File: config.mk
export PLATFORM = sky130hd
export DESIGN_NAME = rcsp_port
export DESIGN_NICKNAME = d
export VERILOG_FILES = /design/src/design/rcsp_pkg.sv /design/src/design/rcsp_pin_sync.sv /design/src/design/rcsp_cmd_queue.sv /design/src/design/rcsp_port.sv
export SDC_FILE = /design/constraint.sdc
export NUM_CORES = 1
export LEC_CHECK = 0
export ABC_AREA = 1
export BUFFER_PORTS_ARGS = -buffer_cell sky130_fd_sc_hd__buf_2
export CORE_MARGIN = 2
export CORE_UTILIZATION = 57
export DETAILED_ROUTE_END_ITERATION = 6
export PLACE_DENSITY_LB_ADDON = 0.3
export SYNTH_ARGS = -nofsm -noshare
export SYNTH_HDL_FRONTEND = slang
export SYNTH_HIERARCHICAL = 1
export SYNTH_SLANG_ARGS = --single-unit
File: constraint.sdc
create_clock -name mclk -period 2 [get_ports mclk]
set_input_delay 0.2 -clock mclk [delete_from_list [all_inputs] [get_ports mclk]]
set_output_delay 0.2 -clock mclk [all_outputs]
set_load 0.005 [all_outputs]
File: src/design/rcsp_pkg.sv
// Shared constants and carrier types for the serial command/status port.
// Assumes one 10 MHz clock domain; pins arrive asynchronously.
package rcsp_pkg;

  // Word and address widths
  localparam int BYTE_BITS = 8;
  localparam int ADDR_BITS = 11;

  // Clock figures; the checks write their waits as literal cycle counts
  localparam int MCLK_PERIOD_NS = 100;
  localparam int SCLK_PERIOD_NS = 800;
  localparam int SCLK_CYCLES = SCLK_PERIOD_NS / MCLK_PERIOD_NS;

  // Command byte coding
  localparam logic [7:0] NO_OP_BYTE = 8'hFF;
  localparam logic [7:0] MEM_CMD_MASK = 8'hC8;
  localparam logic [7:0] MEM_CMD_MATCH = 8'h08;
  localparam int MEM_OP_LSB = 4;
  localparam int MEM_HI_BITS = 3;

  // Controller state codes shown in the status byte
  localparam logic [4:0] STATE_INIT = 5'h0F;
  localparam logic [4:0] STATE_BUSY = 5'h00;
  localparam logic [4:0] RADIO_OFF_STATE = 5'h11;
  localparam logic [4:0] RADIO_IDLE_STATE = 5'h12;
  localparam logic [4:0] RADIO_RECEIVE_STATE = 5'h13;
  localparam logic [4:0] RADIO_TRANSMIT_STATE = 5'h14;
  localparam logic [4:0] RADIO_SLEEP_STATE = 5'h06;

  // Interrupt source register that takes the ready flags
  localparam logic [10:0] IRQ_SOURCE_ADDR = 11'h337;
  localparam int IRQ_CMD_READY_BIT = 6;
  localparam int IRQ_MEM_READY_BIT = 1;

  typedef enum logic [1:0] {
    OP_RANDOM_WRITE = 2'b00,
    OP_BLOCK_WRITE = 2'b01,
    OP_RANDOM_READ = 2'b10,
    OP_BLOCK_READ = 2'b11
  } rcsp_mem_op_type;

  typedef struct packed {
    logic cs_n;
    logic sclk;
    logic mosi;
  } rcsp_pins_type;

  localparam rcsp_pins_type PINS_IDLE = '{cs_n: 1'h1, sclk: 1'h0, mosi: 1'h0};

  // Status byte: bit 7 down to bit 0
  typedef struct packed {
    logic mem_ready;
    logic irq_pending;
    logic cmd_accept;
    logic [4:0] controller_state;
  } rcsp_status_type;

  typedef struct packed {
    logic we;
    logic re;
    logic [10:0] addr;
    logic [7:0] wdata;
  } rcsp_mem_req_type;

  localparam rcsp_mem_req_type MEM_REQ_IDLE = '{1'h0, 1'h0, 11'h000, 8'h00};

  // Memory commands are 00xx1xxx
  function automatic logic is_mem_cmd(input logic [7:0] b);
    return (b & MEM_CMD_MASK) == MEM_CMD_MATCH;
  endfunction : is_mem_cmd

endpackage : rcsp_pkg

File: src/design/rcsp_pin_sync.sv
// Two-stage synchroniser for the chip select, clock and data pins.
// Assumes the pins are asynchronous to mclk; outputs are clean levels.
`timescale 1ns/100ps
`default_nettype none
module rcsp_pin_sync (
  input wire logic mclk,
  input wire logic rst,
  input wire rcsp_pkg::rcsp_pins_type pins_in,
  output var rcsp_pkg::rcsp_pins_type pins_out
);
  import rcsp_pkg::*;

  rcsp_pins_type meta_reg;

  // First stage feeds only the second stage
  always_ff @(posedge mclk) begin
    if (rst) begin
      meta_reg <= PINS_IDLE;
      pins_out <= PINS_IDLE;
    end else begin
      meta_reg <= pins_in;
      pins_out <= meta_reg;
    end
  end

endmodule : rcsp_pin_sync
`default_nettype wire

File: src/design/rcsp_cmd_queue.sv
// One-entry queue of radio commands waiting for the processor.
// Assumes push and pop are single-cycle pulses on mclk.
`timescale 1ns/100ps
`default_nettype none
module rcsp_cmd_queue (
  input wire logic mclk,
  input wire logic rst,
  input wire logic push,
  input wire logic [7:0] push_byte,
  input wire logic pop,
  output var logic full_reg,
  output var logic [7:0] byte_reg
);
  import rcsp_pkg::*;

  // A push in the pop cycle refills at once; set wins over clear
  always_ff @(posedge mclk) begin
    if (rst) begin
      full_reg <= 1'h0;
      byte_reg <= 8'h00;
    end else if (push && (!full_reg || pop)) begin
      full_reg <= 1'h1;
      byte_reg <= push_byte;
    end else if (pop) begin
      full_reg <= 1'h0;
    end
  end

endmodule : rcsp_cmd_queue
`default_nettype wire

File: src/design/rcsp_port.sv
// Serial command/status port: slave side of a four-wire serial link.
// Assumes processor, memory and status inputs share mclk; pins do not.
`timescale 1ns/100ps
`default_nettype none
module rcsp_port (
  input wire logic mclk,
  input wire logic rst,
  input wire rcsp_pkg::rcsp_pins_type spi_pins,
  input wire logic [4:0] controller_state,
  input wire logic host_irq_pin,
  input wire logic mem_ready,
  input wire logic cmd_take,
  input wire logic [7:0] mem_rdata,
  output var logic miso,
  output var logic miso_oe,
  output var rcsp_pkg::rcsp_mem_req_type mem_req,
  output var logic cmd_valid,
  output var logic [7:0] cmd_byte,
  output var logic cmd_ready_flag,
  output var logic mem_ready_flag
);
  import rcsp_pkg::*;

  rcsp_pins_type pins_s;
  logic sclk_d_reg;
  logic cs_n_d_reg;
  logic active;
  logic rise;
  logic fall;
  logic cs_fall;
  logic byte_done;
  logic [7:0] rx_full;
  logic [2:0] bit_cnt_reg;
  logic [7:0] rx_reg;
  logic [7:0] sh_reg;
  logic [7:0] next_tx_reg;
  logic [1:0] byte_cnt_reg;
  logic phase_reg;
  logic mem_mode_reg;
  rcsp_mem_op_type op_reg;
  logic [2:0] hi_reg;
  logic [7:0] lo_prev_reg;
  logic [10:0] addr_reg;
  logic [10:0] eff_addr;
  logic rd_pend_reg;
  logic want_read;
  logic want_write;
  logic cmd_push;
  rcsp_status_type status;

  // Pins are retimed before anything looks at them
  rcsp_pin_sync u_sync (
    .mclk(mclk),
    .rst(rst),
    .pins_in(spi_pins),
    .pins_out(pins_s)
  );

  // Edge history of the retimed clock and select
  always_ff @(posedge mclk) begin
    if (rst) begin
      sclk_d_reg <= 1'h0;
      cs_n_d_reg <= 1'h1;
    end else begin
      sclk_d_reg <= pins_s.sclk;
      cs_n_d_reg <= pins_s.cs_n;
    end
  end

  // Edge pulses count only inside a selected frame
  assign active = !pins_s.cs_n;
  assign rise = active && pins_s.sclk && !sclk_d_reg;
  assign fall = active && !pins_s.sclk && sclk_d_reg;
  assign cs_fall = active && cs_n_d_reg;
  assign rx_full = {rx_reg[6:0], pins_s.mosi};
  assign byte_done = rise && (bit_cnt_reg == 3'h7);

  // Live status byte
  always_comb begin
    status.mem_ready = mem_ready;
    status.irq_pending = host_irq_pin;
    status.cmd_accept = !cmd_valid;
    status.controller_state = controller_state;
  end

  // Receive shifter and bit counter, MSB arrives first
  always_ff @(posedge mclk) begin
    if (rst || !active) begin
      bit_cnt_reg <= 3'h0;
      rx_reg <= 8'h00;
    end else if (rise) begin
      bit_cnt_reg <= bit_cnt_reg + 3'h1;
      rx_reg <= rx_full;
    end
  end

  // Transmit shifter; the output pin follows sh_reg MSB
  always_ff @(posedge mclk) begin
    if (rst || !active) begin
      sh_reg <= 8'h00;
      miso <= 1'h0;
    end else if (cs_fall) begin
      sh_reg <= status;
      miso <= status.mem_ready;
    end else if (fall && bit_cnt_reg == 3'h0) begin
      sh_reg <= next_tx_reg;
      miso <= next_tx_reg[7];
    end else if (fall) begin
      sh_reg <= {sh_reg[6:0], 1'h0};
      miso <= sh_reg[6];
    end
  end

  // Pin driven only while selected
  always_ff @(posedge mclk) begin
    if (rst) begin
      miso_oe <= 1'h0;
    end else begin
      miso_oe <= active;
    end
  end

  // Frame progress: byte index saturates at two, phase alternates
  always_ff @(posedge mclk) begin
    if (rst || !active) begin
      byte_cnt_reg <= 2'h0;
      phase_reg <= 1'h0;
    end else if (byte_done) begin
      if (byte_cnt_reg != 2'h2) begin
        byte_cnt_reg <= byte_cnt_reg + 2'h1;
      end
      phase_reg <= !phase_reg;
    end
  end

  // First byte decides the frame; later bytes of a radio frame are ignored
  always_ff @(posedge mclk) begin
    if (rst || !active) begin
      mem_mode_reg <= 1'h0;
      op_reg <= OP_RANDOM_WRITE;
      hi_reg <= 3'h0;
    end else if (byte_done && byte_cnt_reg == 2'h0 && is_mem_cmd(rx_full)) begin
      mem_mode_reg <= 1'h1;
      op_reg <= rcsp_mem_op_type'(rx_full[MEM_OP_LSB +: 2]);
      hi_reg <= rx_full[MEM_HI_BITS-1:0];
    end
  end

  // Radio command push; an all-ones byte is never a command
  assign cmd_push = byte_done && byte_cnt_reg == 2'h0
    && !is_mem_cmd(rx_full) && rx_full != NO_OP_BYTE;

  // Queue drains when the processor starts the held command
  rcsp_cmd_queue u_queue (
    .mclk(mclk),
    .rst(rst),
    .push(cmd_push),
    .push_byte(rx_full),
    .pop(cmd_take),
    .full_reg(cmd_valid),
    .byte_reg(cmd_byte)
  );

  // Block modes run a counter; random modes use the last address byte
  assign eff_addr = (op_reg == OP_BLOCK_WRITE || op_reg == OP_BLOCK_READ)
    ? addr_reg : {hi_reg, lo_prev_reg};

  // Memory action on completed data bytes of a memory frame, from the third byte; random write on every other byte
  always_comb begin
    want_write = 1'h0;
    want_read = 1'h0;
    if (byte_done && mem_mode_reg && byte_cnt_reg == 2'h2) begin
      unique case (op_reg)
        OP_BLOCK_WRITE: want_write = 1'h1;
        OP_RANDOM_WRITE: want_write = !phase_reg;
        OP_BLOCK_READ: want_read = 1'h1;
        OP_RANDOM_READ: want_read = 1'h1;
      endcase
    end
  end

  // Address tracking; block address wraps at eleven bits
  always_ff @(posedge mclk) begin
    if (rst || !active) begin
      addr_reg <= 11'h000;
      lo_prev_reg <= 8'h00;
    end else if (byte_done && mem_mode_reg) begin
      if (byte_cnt_reg == 2'h1) begin
        addr_reg <= {hi_reg, rx_full};
      end else if (want_write || want_read) begin
        addr_reg <= addr_reg + 11'h001;
      end
      if (op_reg == OP_RANDOM_READ || phase_reg) begin
        lo_prev_reg <= rx_full;
      end
    end
  end

  // One-cycle memory strobes; data read lands one cycle later
  always_ff @(posedge mclk) begin
    if (rst) begin
      mem_req <= MEM_REQ_IDLE;
    end else begin
      mem_req.we <= want_write;
      mem_req.re <= want_read;
      if (want_write || want_read) begin
        mem_req.addr <= eff_addr;
        mem_req.wdata <= rx_full;
      end
    end
  end

  always_ff @(posedge mclk) begin
    if (rst) begin
      rd_pend_reg <= 1'h0;
    end else begin
      rd_pend_reg <= mem_req.re;
    end
  end

  // Next outgoing byte: memory data when read, else fresh status.
  // Read data is loaded only one mclk cycle before the next falling edge at the bench clock rate.
  always_ff @(posedge mclk) begin
    if (rst) begin
      next_tx_reg <= 8'h00;
    end else if (rd_pend_reg) begin
      next_tx_reg <= mem_rdata;
    end else if (byte_done && !want_read) begin
      next_tx_reg <= status;
    end
  end

  // Ready flags for the interrupt source register
  always_ff @(posedge mclk) begin
    if (rst) begin
      cmd_ready_flag <= 1'h0;
      mem_ready_flag <= 1'h0;
    end else begin
      cmd_ready_flag <= !cmd_valid;
      mem_ready_flag <= mem_ready;
    end
  end

  // Output is off one cycle after select is seen high
  a_miso_off_idle: assert property (@(posedge mclk) disable iff (rst)
    pins_s.cs_n |=> !miso_oe && !miso)
    else $error("miso driven while deselected");

  // Status MSB presented on select, before any clock edge
  a_status_msb_first: assert property (@(posedge mclk) disable iff (rst)
    cs_fall |=> miso == $past(status.mem_ready) && miso_oe)
    else $error("status MSB not presented at select");

  // Received bits shift in MSB first on rising edges
  a_rx_capture: assert property (@(posedge mclk) disable iff (rst)
    rise && bit_cnt_reg != 3'h7 |=> rx_reg == {$past(rx_reg[6:0]), $past(pins_s.mosi)})
    else $error("rx bit not captured on rising edge");

  // Output moves only on falling edges within a byte
  a_tx_shift_fall: assert property (@(posedge mclk) disable iff (rst)
    fall && bit_cnt_reg != 3'h0 |=> miso == $past(sh_reg[6]))
    else $error("tx bit not shifted on falling edge");

  // Output holds between edges while selected
  a_tx_steady: assert property (@(posedge mclk) disable iff (rst)
    active && !fall && !cs_fall && $past(active) |=> $stable(miso))
    else $error("miso changed without falling edge");

  // Radio command lands in the queue one cycle after its last bit
  a_cmd_queued: assert property (@(posedge mclk) disable iff (rst)
    cmd_push && !cmd_valid |=> cmd_valid && cmd_byte == $past(rx_full) && !status.cmd_accept)
    else $error("radio command not queued");

  // Memory command never reaches the radio queue
  a_mem_not_queued: assert property (@(posedge mclk) disable iff (rst)
    byte_done && byte_cnt_reg == 2'h0 && is_mem_cmd(rx_full) && !cmd_valid |=> !cmd_valid)
    else $error("memory command queued for processor");

  // Queue empties when the processor takes the command
  a_queue_drain: assert property (@(posedge mclk) disable iff (rst)
    cmd_take && cmd_valid && !cmd_push |=> !cmd_valid ##1 cmd_ready_flag)
    else $error("queue did not drain on take");

  // Block write advances the address by one per byte
  a_block_inc: assert property (@(posedge mclk) disable iff (rst)
    want_write && op_reg == OP_BLOCK_WRITE |=> mem_req.we && addr_reg == mem_req.addr + 11'h001)
    else $error("block write address not incremented");

  // Read data reaches the transmit byte two cycles after the request
  a_read_return: assert property (@(posedge mclk) disable iff (rst)
    want_read |=> mem_req.re ##1 1'h1 ##1 next_tx_reg == $past(mem_rdata))
    else $error("read data not loaded for output");

  // Status byte reloaded after each non-read byte
  a_status_reload: assert property (@(posedge mclk) disable iff (rst)
    byte_done && !want_read && !rd_pend_reg |=> next_tx_reg == $past(status))
    else $error("status byte not reloaded");

  // Random write data pairs with the address byte just before it
  a_random_pair: assert property (@(posedge mclk) disable iff (rst)
    want_write && op_reg == OP_RANDOM_WRITE |=> mem_req.addr == {hi_reg, $past(lo_prev_reg)})
    else $error("random write address mismatch");

  // A second byte boundary needs a full SCLK period at least
  a_byte_spacing: assert property (@(posedge mclk) disable iff (rst)
    byte_done |=> !byte_done [*7])
    else $error("byte boundaries too close");

  // Output enable stays on through a selected frame
  a_oe_in_frame: assert property (@(posedge mclk) disable iff (rst)
    active && $past(active) |-> miso_oe)
    else $error("miso not driven while selected");

  // Ready flags follow queue and memory path one cycle late
  a_ready_flags: assert property (@(posedge mclk) disable iff (rst)
    !$past(rst) |-> cmd_ready_flag == !$past(cmd_valid) && mem_ready_flag == $past(mem_ready))
    else $error("ready flags do not follow state");

endmodule : rcsp_port
`default_nettype wire

==> impl_table.tex <==
\begin{tabular}{lr}
\hline
Metric & Value \\
\hline
\multicolumn{2}{l}{\textbf{Pwr}} \\
Net switching power & around 0.76 mW \\
Internal Power & 2.53 mW \\
Clock Power Share & 38.6\% \\
Relative contribution of sequential cells to total power & 58.5\% \\
Share of power burned in combinational logic & 2.9\% \\
Power density relative to cell area & 681 nW/um2 \\
Peak supply drop & 0.000331 V \\
Leakage power summed over all cells & 2.06 nW \\
Switching part of the total & about 23\% \\
Overall power & 3.29 mW \\
\multicolumn{2}{l}{\textbf{Worst setup path}} \\
Worst path max stage delay & 0.36 ns \\
Category of the critical setup timing path & register to register \\
Worst path required time & 2.26 ns \\
List of cells traversed by the critical path & ha\_1 -> ha\_1 -> inv\_1 -> nor2\_8 -> nand4\_2 -> nand2\_4 -> inv\_2 -> nor2\_1 -> nor2\_1 \\
Peak fanout along the critical path & 27 \\
Crit path DAT & 2.06 ns \\
Reg-to-Reg Start & bit\_cnt\_reg[1] \\
Buffer and inverter count on the worst path & 2 \\
Kind of capture point of the worst setup path & register \\
Slack of the worst reg-to-reg path & 0.20 ns \\
Critical path's top delay family & simple AND/OR/NAND/NOR gates \\
Critical Path Source & bit\_cnt\_reg[1] \\
Slowest stage cell on the critical path & sky130\_fd\_sc\_hd\_\_dfxtp\_1 \\
Type of element launching the critical path & register \\
\multicolumn{2}{l}{\textbf{Die}} \\
Initial Util & between 50\% and 60\% \\
Area of the die & 8220 um2 \\
Floorplan die height & 90.7 um \\
Die X-Extent & 90.7 um \\
Std cell rows & 31 \\
Core area & 7250 um2 \\
Io pins & 55 \\
\multicolumn{2}{l}{\textbf{GRT}} \\
Global routing usage summed across all routing layers & 25.7\% \\
Wire length of the first global-routing pass & 17100 um \\
Number of antenna violations at the first check in global routing & 0 \\
Number of global-route vias before repair & roughly 3600 \\
Remaining global-route overflow & 0 \\
Largest net degree at the start of global routing & 37 \\
\multicolumn{2}{l}{\textbf{Synth}} \\
Count of distinct cell types in the synthesized netlist & 33 \\
Synthesized area per cell & 7.10 um2 \\
Synthesized flop and latch total & between 90 and 100 \\
Synth Cell Area & 4280 um2 \\
Cell type with the highest aggregate area in the netlist & sky130\_fd\_sc\_hd\_\_dfxtp\_1 \\
Yosys Warn Count & 6 \\
Portion of the post-synthesis area used by sequential elements & $\sim$45\% \\
Fraction of post-synthesis cell area in the top cell type by area & 44.9\% \\
Net count after synthesis & 631 \\
Gate count of the mapped netlist & 603 \\
Top area cells in the synthesized netlist & sky130\_fd\_sc\_hd\_\_dfxtp\_1 45\%, sky130\_fd\_sc\_hd\_\_o21ai\_0 9.1\%, sky130\_fd\_sc\_hd\_\_nand2\_1 8.9\% \\
\multicolumn{2}{l}{\textbf{Place}} \\
Placed cell areas & 4620 um2 \\
GP Congestion & 0.856 \\
Port buffer count & 54 \\
Placed wire-length estimate after detailed placement & a little over 7000 um \\
\multicolumn{2}{l}{\textbf{Clocking}} \\
Clock latency on the worst-skew pair & 0.37 ns \\
Sinks on the clock net & 96 \\
Maximum number of buffers from clock root to sink & 2 \\
CTS clock-pin slew for the worst setup and hold paths & 0.10 ns \\
H-tree depth & 3 \\
Root buf cell & sky130\_fd\_sc\_hd\_\_clkbuf\_8 \\
Post-CTS Setup Inserts & 0 \\
Number of buffers inserted during clock tree synthesis & 9 \\
TritonCTS clock tree & built \\
\multicolumn{2}{l}{\textbf{Finish}} \\
Total inserted antenna cells & 0 \\
Share of layout cells above drive strength 1 & approximately 16\% \\
Flip-flop count of the largest register, all copies and words added & 21 \\
Post-synthesis to final-layout area growth & 12.9\% \\
Final-stage net count & between 600 and 700 \\
Final instance area & around 4800 um2 \\
\# fillers & $\sim$680 \\
\multicolumn{2}{l}{\textbf{Detailed routing}} \\
Via density per instance & 5.28 \\
Final routed wirelength across all metal layers & 10200 um \\
Number of optimization iterations in the first detailed-route pass & 5 \\
Antenna viol nets, final & 0 \\
Number of vias after detailed routing & 3996 \\
Drt first-iter violations & 281 \\
Wire length per cell after detailed routing & $\sim$13 um \\
DRC errors left & 0 \\
\multicolumn{2}{l}{\textbf{STA}} \\
Final count of negative-setup-slack endpoints & 0 \\
Worst hold margin & between 0.02 and 0.025 ns \\
Worst-margin pin slew & 0.699 ns \\
Final Skew & 0.0106 ns \\
Fin. max-slew vios & 0 \\
Highest Clock Rate & 556 MHz \\
Post-layout min period & about 1.8 ns \\
Setup repair after global routing missed its margin & false \\
Setup TNS after final layout & 0 ns \\
Relative slew slack & between 50\% and 60\% \\
Final worst path period share & 90.0\% \\
Final-report hold violation count & 0 \\
\multicolumn{2}{l}{\textbf{Run status}} \\
Status & finished, final reports clean \\
\multicolumn{2}{l}{\textbf{Worst hold path}} \\
Startpoint of the worst hold path & spi\_pins[2] \\
Min-Delay Path Class & primary input to register \\
\multicolumn{2}{l}{\textbf{Flow run}} \\
Max-cap violations & 0 \\
\hline
\end{tabular}
==> cell usage in the layout, fill, tap and decap left out, types with 2 or more instances in the layout <==
cell and n:
sky130_fd_sc_hd__clkinv_2 3, sky130_fd_sc_hd__nand3_2 2, sky130_fd_sc_hd__nand4_2 2, sky130_fd_sc_hd__nand3b_1 2, sky130_fd_sc_hd__nand2_4 2, sky130_fd_sc_hd__nand2_1 100
sky130_fd_sc_hd__buf_2 54, sky130_fd_sc_hd__nor3_1 3, sky130_fd_sc_hd__nand2_2 3, sky130_fd_sc_hd__o211ai_1 3, sky130_fd_sc_hd__inv_1 83, sky130_fd_sc_hd__nand4_1 2
sky130_fd_sc_hd__a21oi_1 63, sky130_fd_sc_hd__ha_1 7, sky130_fd_sc_hd__o21ai_0 78, sky130_fd_sc_hd__clkbuf_8 9, sky130_fd_sc_hd__o22ai_1 4, sky130_fd_sc_hd__dfxtp_1 96
sky130_fd_sc_hd__buf_4 11, sky130_fd_sc_hd__nor2_1 81, sky130_fd_sc_hd__inv_2 6, sky130_fd_sc_hd__nand3_1 29
==> power groups by stage <==
stage               logic, mW  clock network [mW]  registers (mW)
floorplan              0.0545                   0            1.97
global placement       0.0929                   0            1.97
detailed placement     0.0948                   0            1.97
CTS                    0.0954                1.28            1.93
global route            0.110                1.37            1.93
finish                 0.0953                1.27            1.93
==> path summary, 6_finish.rpt <==
check | endpoint | depth (start not counted)
worst max-delay path | mem_req[17] | 9
worst min-delay path | u_sync/meta_reg[2] | 3
worst max register to register | mem_req[17] | 9
worst min register to register | u_sync/pins_out[1] | 2
==> cell type report <==
type	instances	area [um2]	area share [%]
well taps	99	124	2.56
repair buffers	65	353	7.30
clock buffers	9	124	2.56
flip-flops and latches	96	1920	39.8
multi-input cells	392	1910	39.5
inverters	89	334	6.91
clock inverters	7	70.1	1.45
==> synthesized netlist by cell type <==
cell                       instances
sky130_fd_sc_hd__or2_2             1
sky130_fd_sc_hd__nand2_2           2
sky130_fd_sc_hd__o211ai_1          3
sky130_fd_sc_hd__nand4_2           2
sky130_fd_sc_hd__o21ai_1           1
sky130_fd_sc_hd__nor4_1            1
sky130_fd_sc_hd__nor3b_2           1
sky130_fd_sc_hd__nand2_1         102
sky130_fd_sc_hd__ha_1              7
sky130_fd_sc_hd__buf_6             4
sky130_fd_sc_hd__inv_1            83
sky130_fd_sc_hd__clkbuf_1         12
sky130_fd_sc_hd__a21oi_1          63
sky130_fd_sc_hd__nand3_2           1
sky130_fd_sc_hd__xnor2_1           1
sky130_fd_sc_hd__nand2_4           1
sky130_fd_sc_hd__nand3_1          30
sky130_fd_sc_hd__a31oi_1           1
sky130_fd_sc_hd__dfxtp_1          96
sky130_fd_sc_hd__inv_2             6
sky130_fd_sc_hd__a211oi_1          1
sky130_fd_sc_hd__nand4_1           2
sky130_fd_sc_hd__nand3_4           1
sky130_fd_sc_hd__buf_4             2
sky130_fd_sc_hd__nor2_8            1
sky130_fd_sc_hd__buf_2             6
sky130_fd_sc_hd__nand3b_1          2
sky130_fd_sc_hd__nor3_1            3
sky130_fd_sc_hd__nor2_1           82
sky130_fd_sc_hd__buf_1             2
sky130_fd_sc_hd__o21ai_0          78
sky130_fd_sc_hd__o22ai_1           4
sky130_fd_sc_hd__nor2_4            1
==> cells by family after synthesis <==
group	count (synthesis)	synth area share, %
buf+inv	115	11.1
xor+xnor	1	0.205
compound gates	151	18.0
flops	96	44.9
fa+ha+maj	7	2.04
simple gates	233	23.7
==> per-layer routing <==
metal,share of wire [%],up-vias,GRT usage (%),wire (um)
li1,-,2020,-,-
met1,47,1832,36.2,4800
met2,45,129,39.7,4610
met3,5.8,15,4.84,591
met4,1.6,0,8.46,160
met5,0,-,0,0
==> worst register-to-register path, cell delays in order (launching register included) <==
cell and delay, ns:
sky130_fd_sc_hd__dfxtp_1 0.36, sky130_fd_sc_hd__ha_1 0.17, sky130_fd_sc_hd__ha_1 0.14, sky130_fd_sc_hd__inv_1 0.09
sky130_fd_sc_hd__nor2_8 0.17, sky130_fd_sc_hd__nand4_2 0.17, sky130_fd_sc_hd__nand2_4 0.27, sky130_fd_sc_hd__inv_2 0.15
sky130_fd_sc_hd__nor2_1 0.13, sky130_fd_sc_hd__nor2_1 0.06
==> timing repair <==
item / in CTS / in global routing
hold buffers: 0 / 0
endpoints found under the hold margin: 0 / 0
gates resized for setup: 0 / 4
setup endpoints to repair: 0 / 23
==> per-stage QoR <==
stage               instances  utilization, %  worst slack, ns
finish                    757            66.6            0.200
CTS                       757            66.4           0.0916
global placement          741            63.8            0.233
global route              757            66.6           0.0178
floorplan                 603               -            0.361
detailed placement        741            63.8            0.119
No activity file was read; power rests on OpenSTA's default activity.
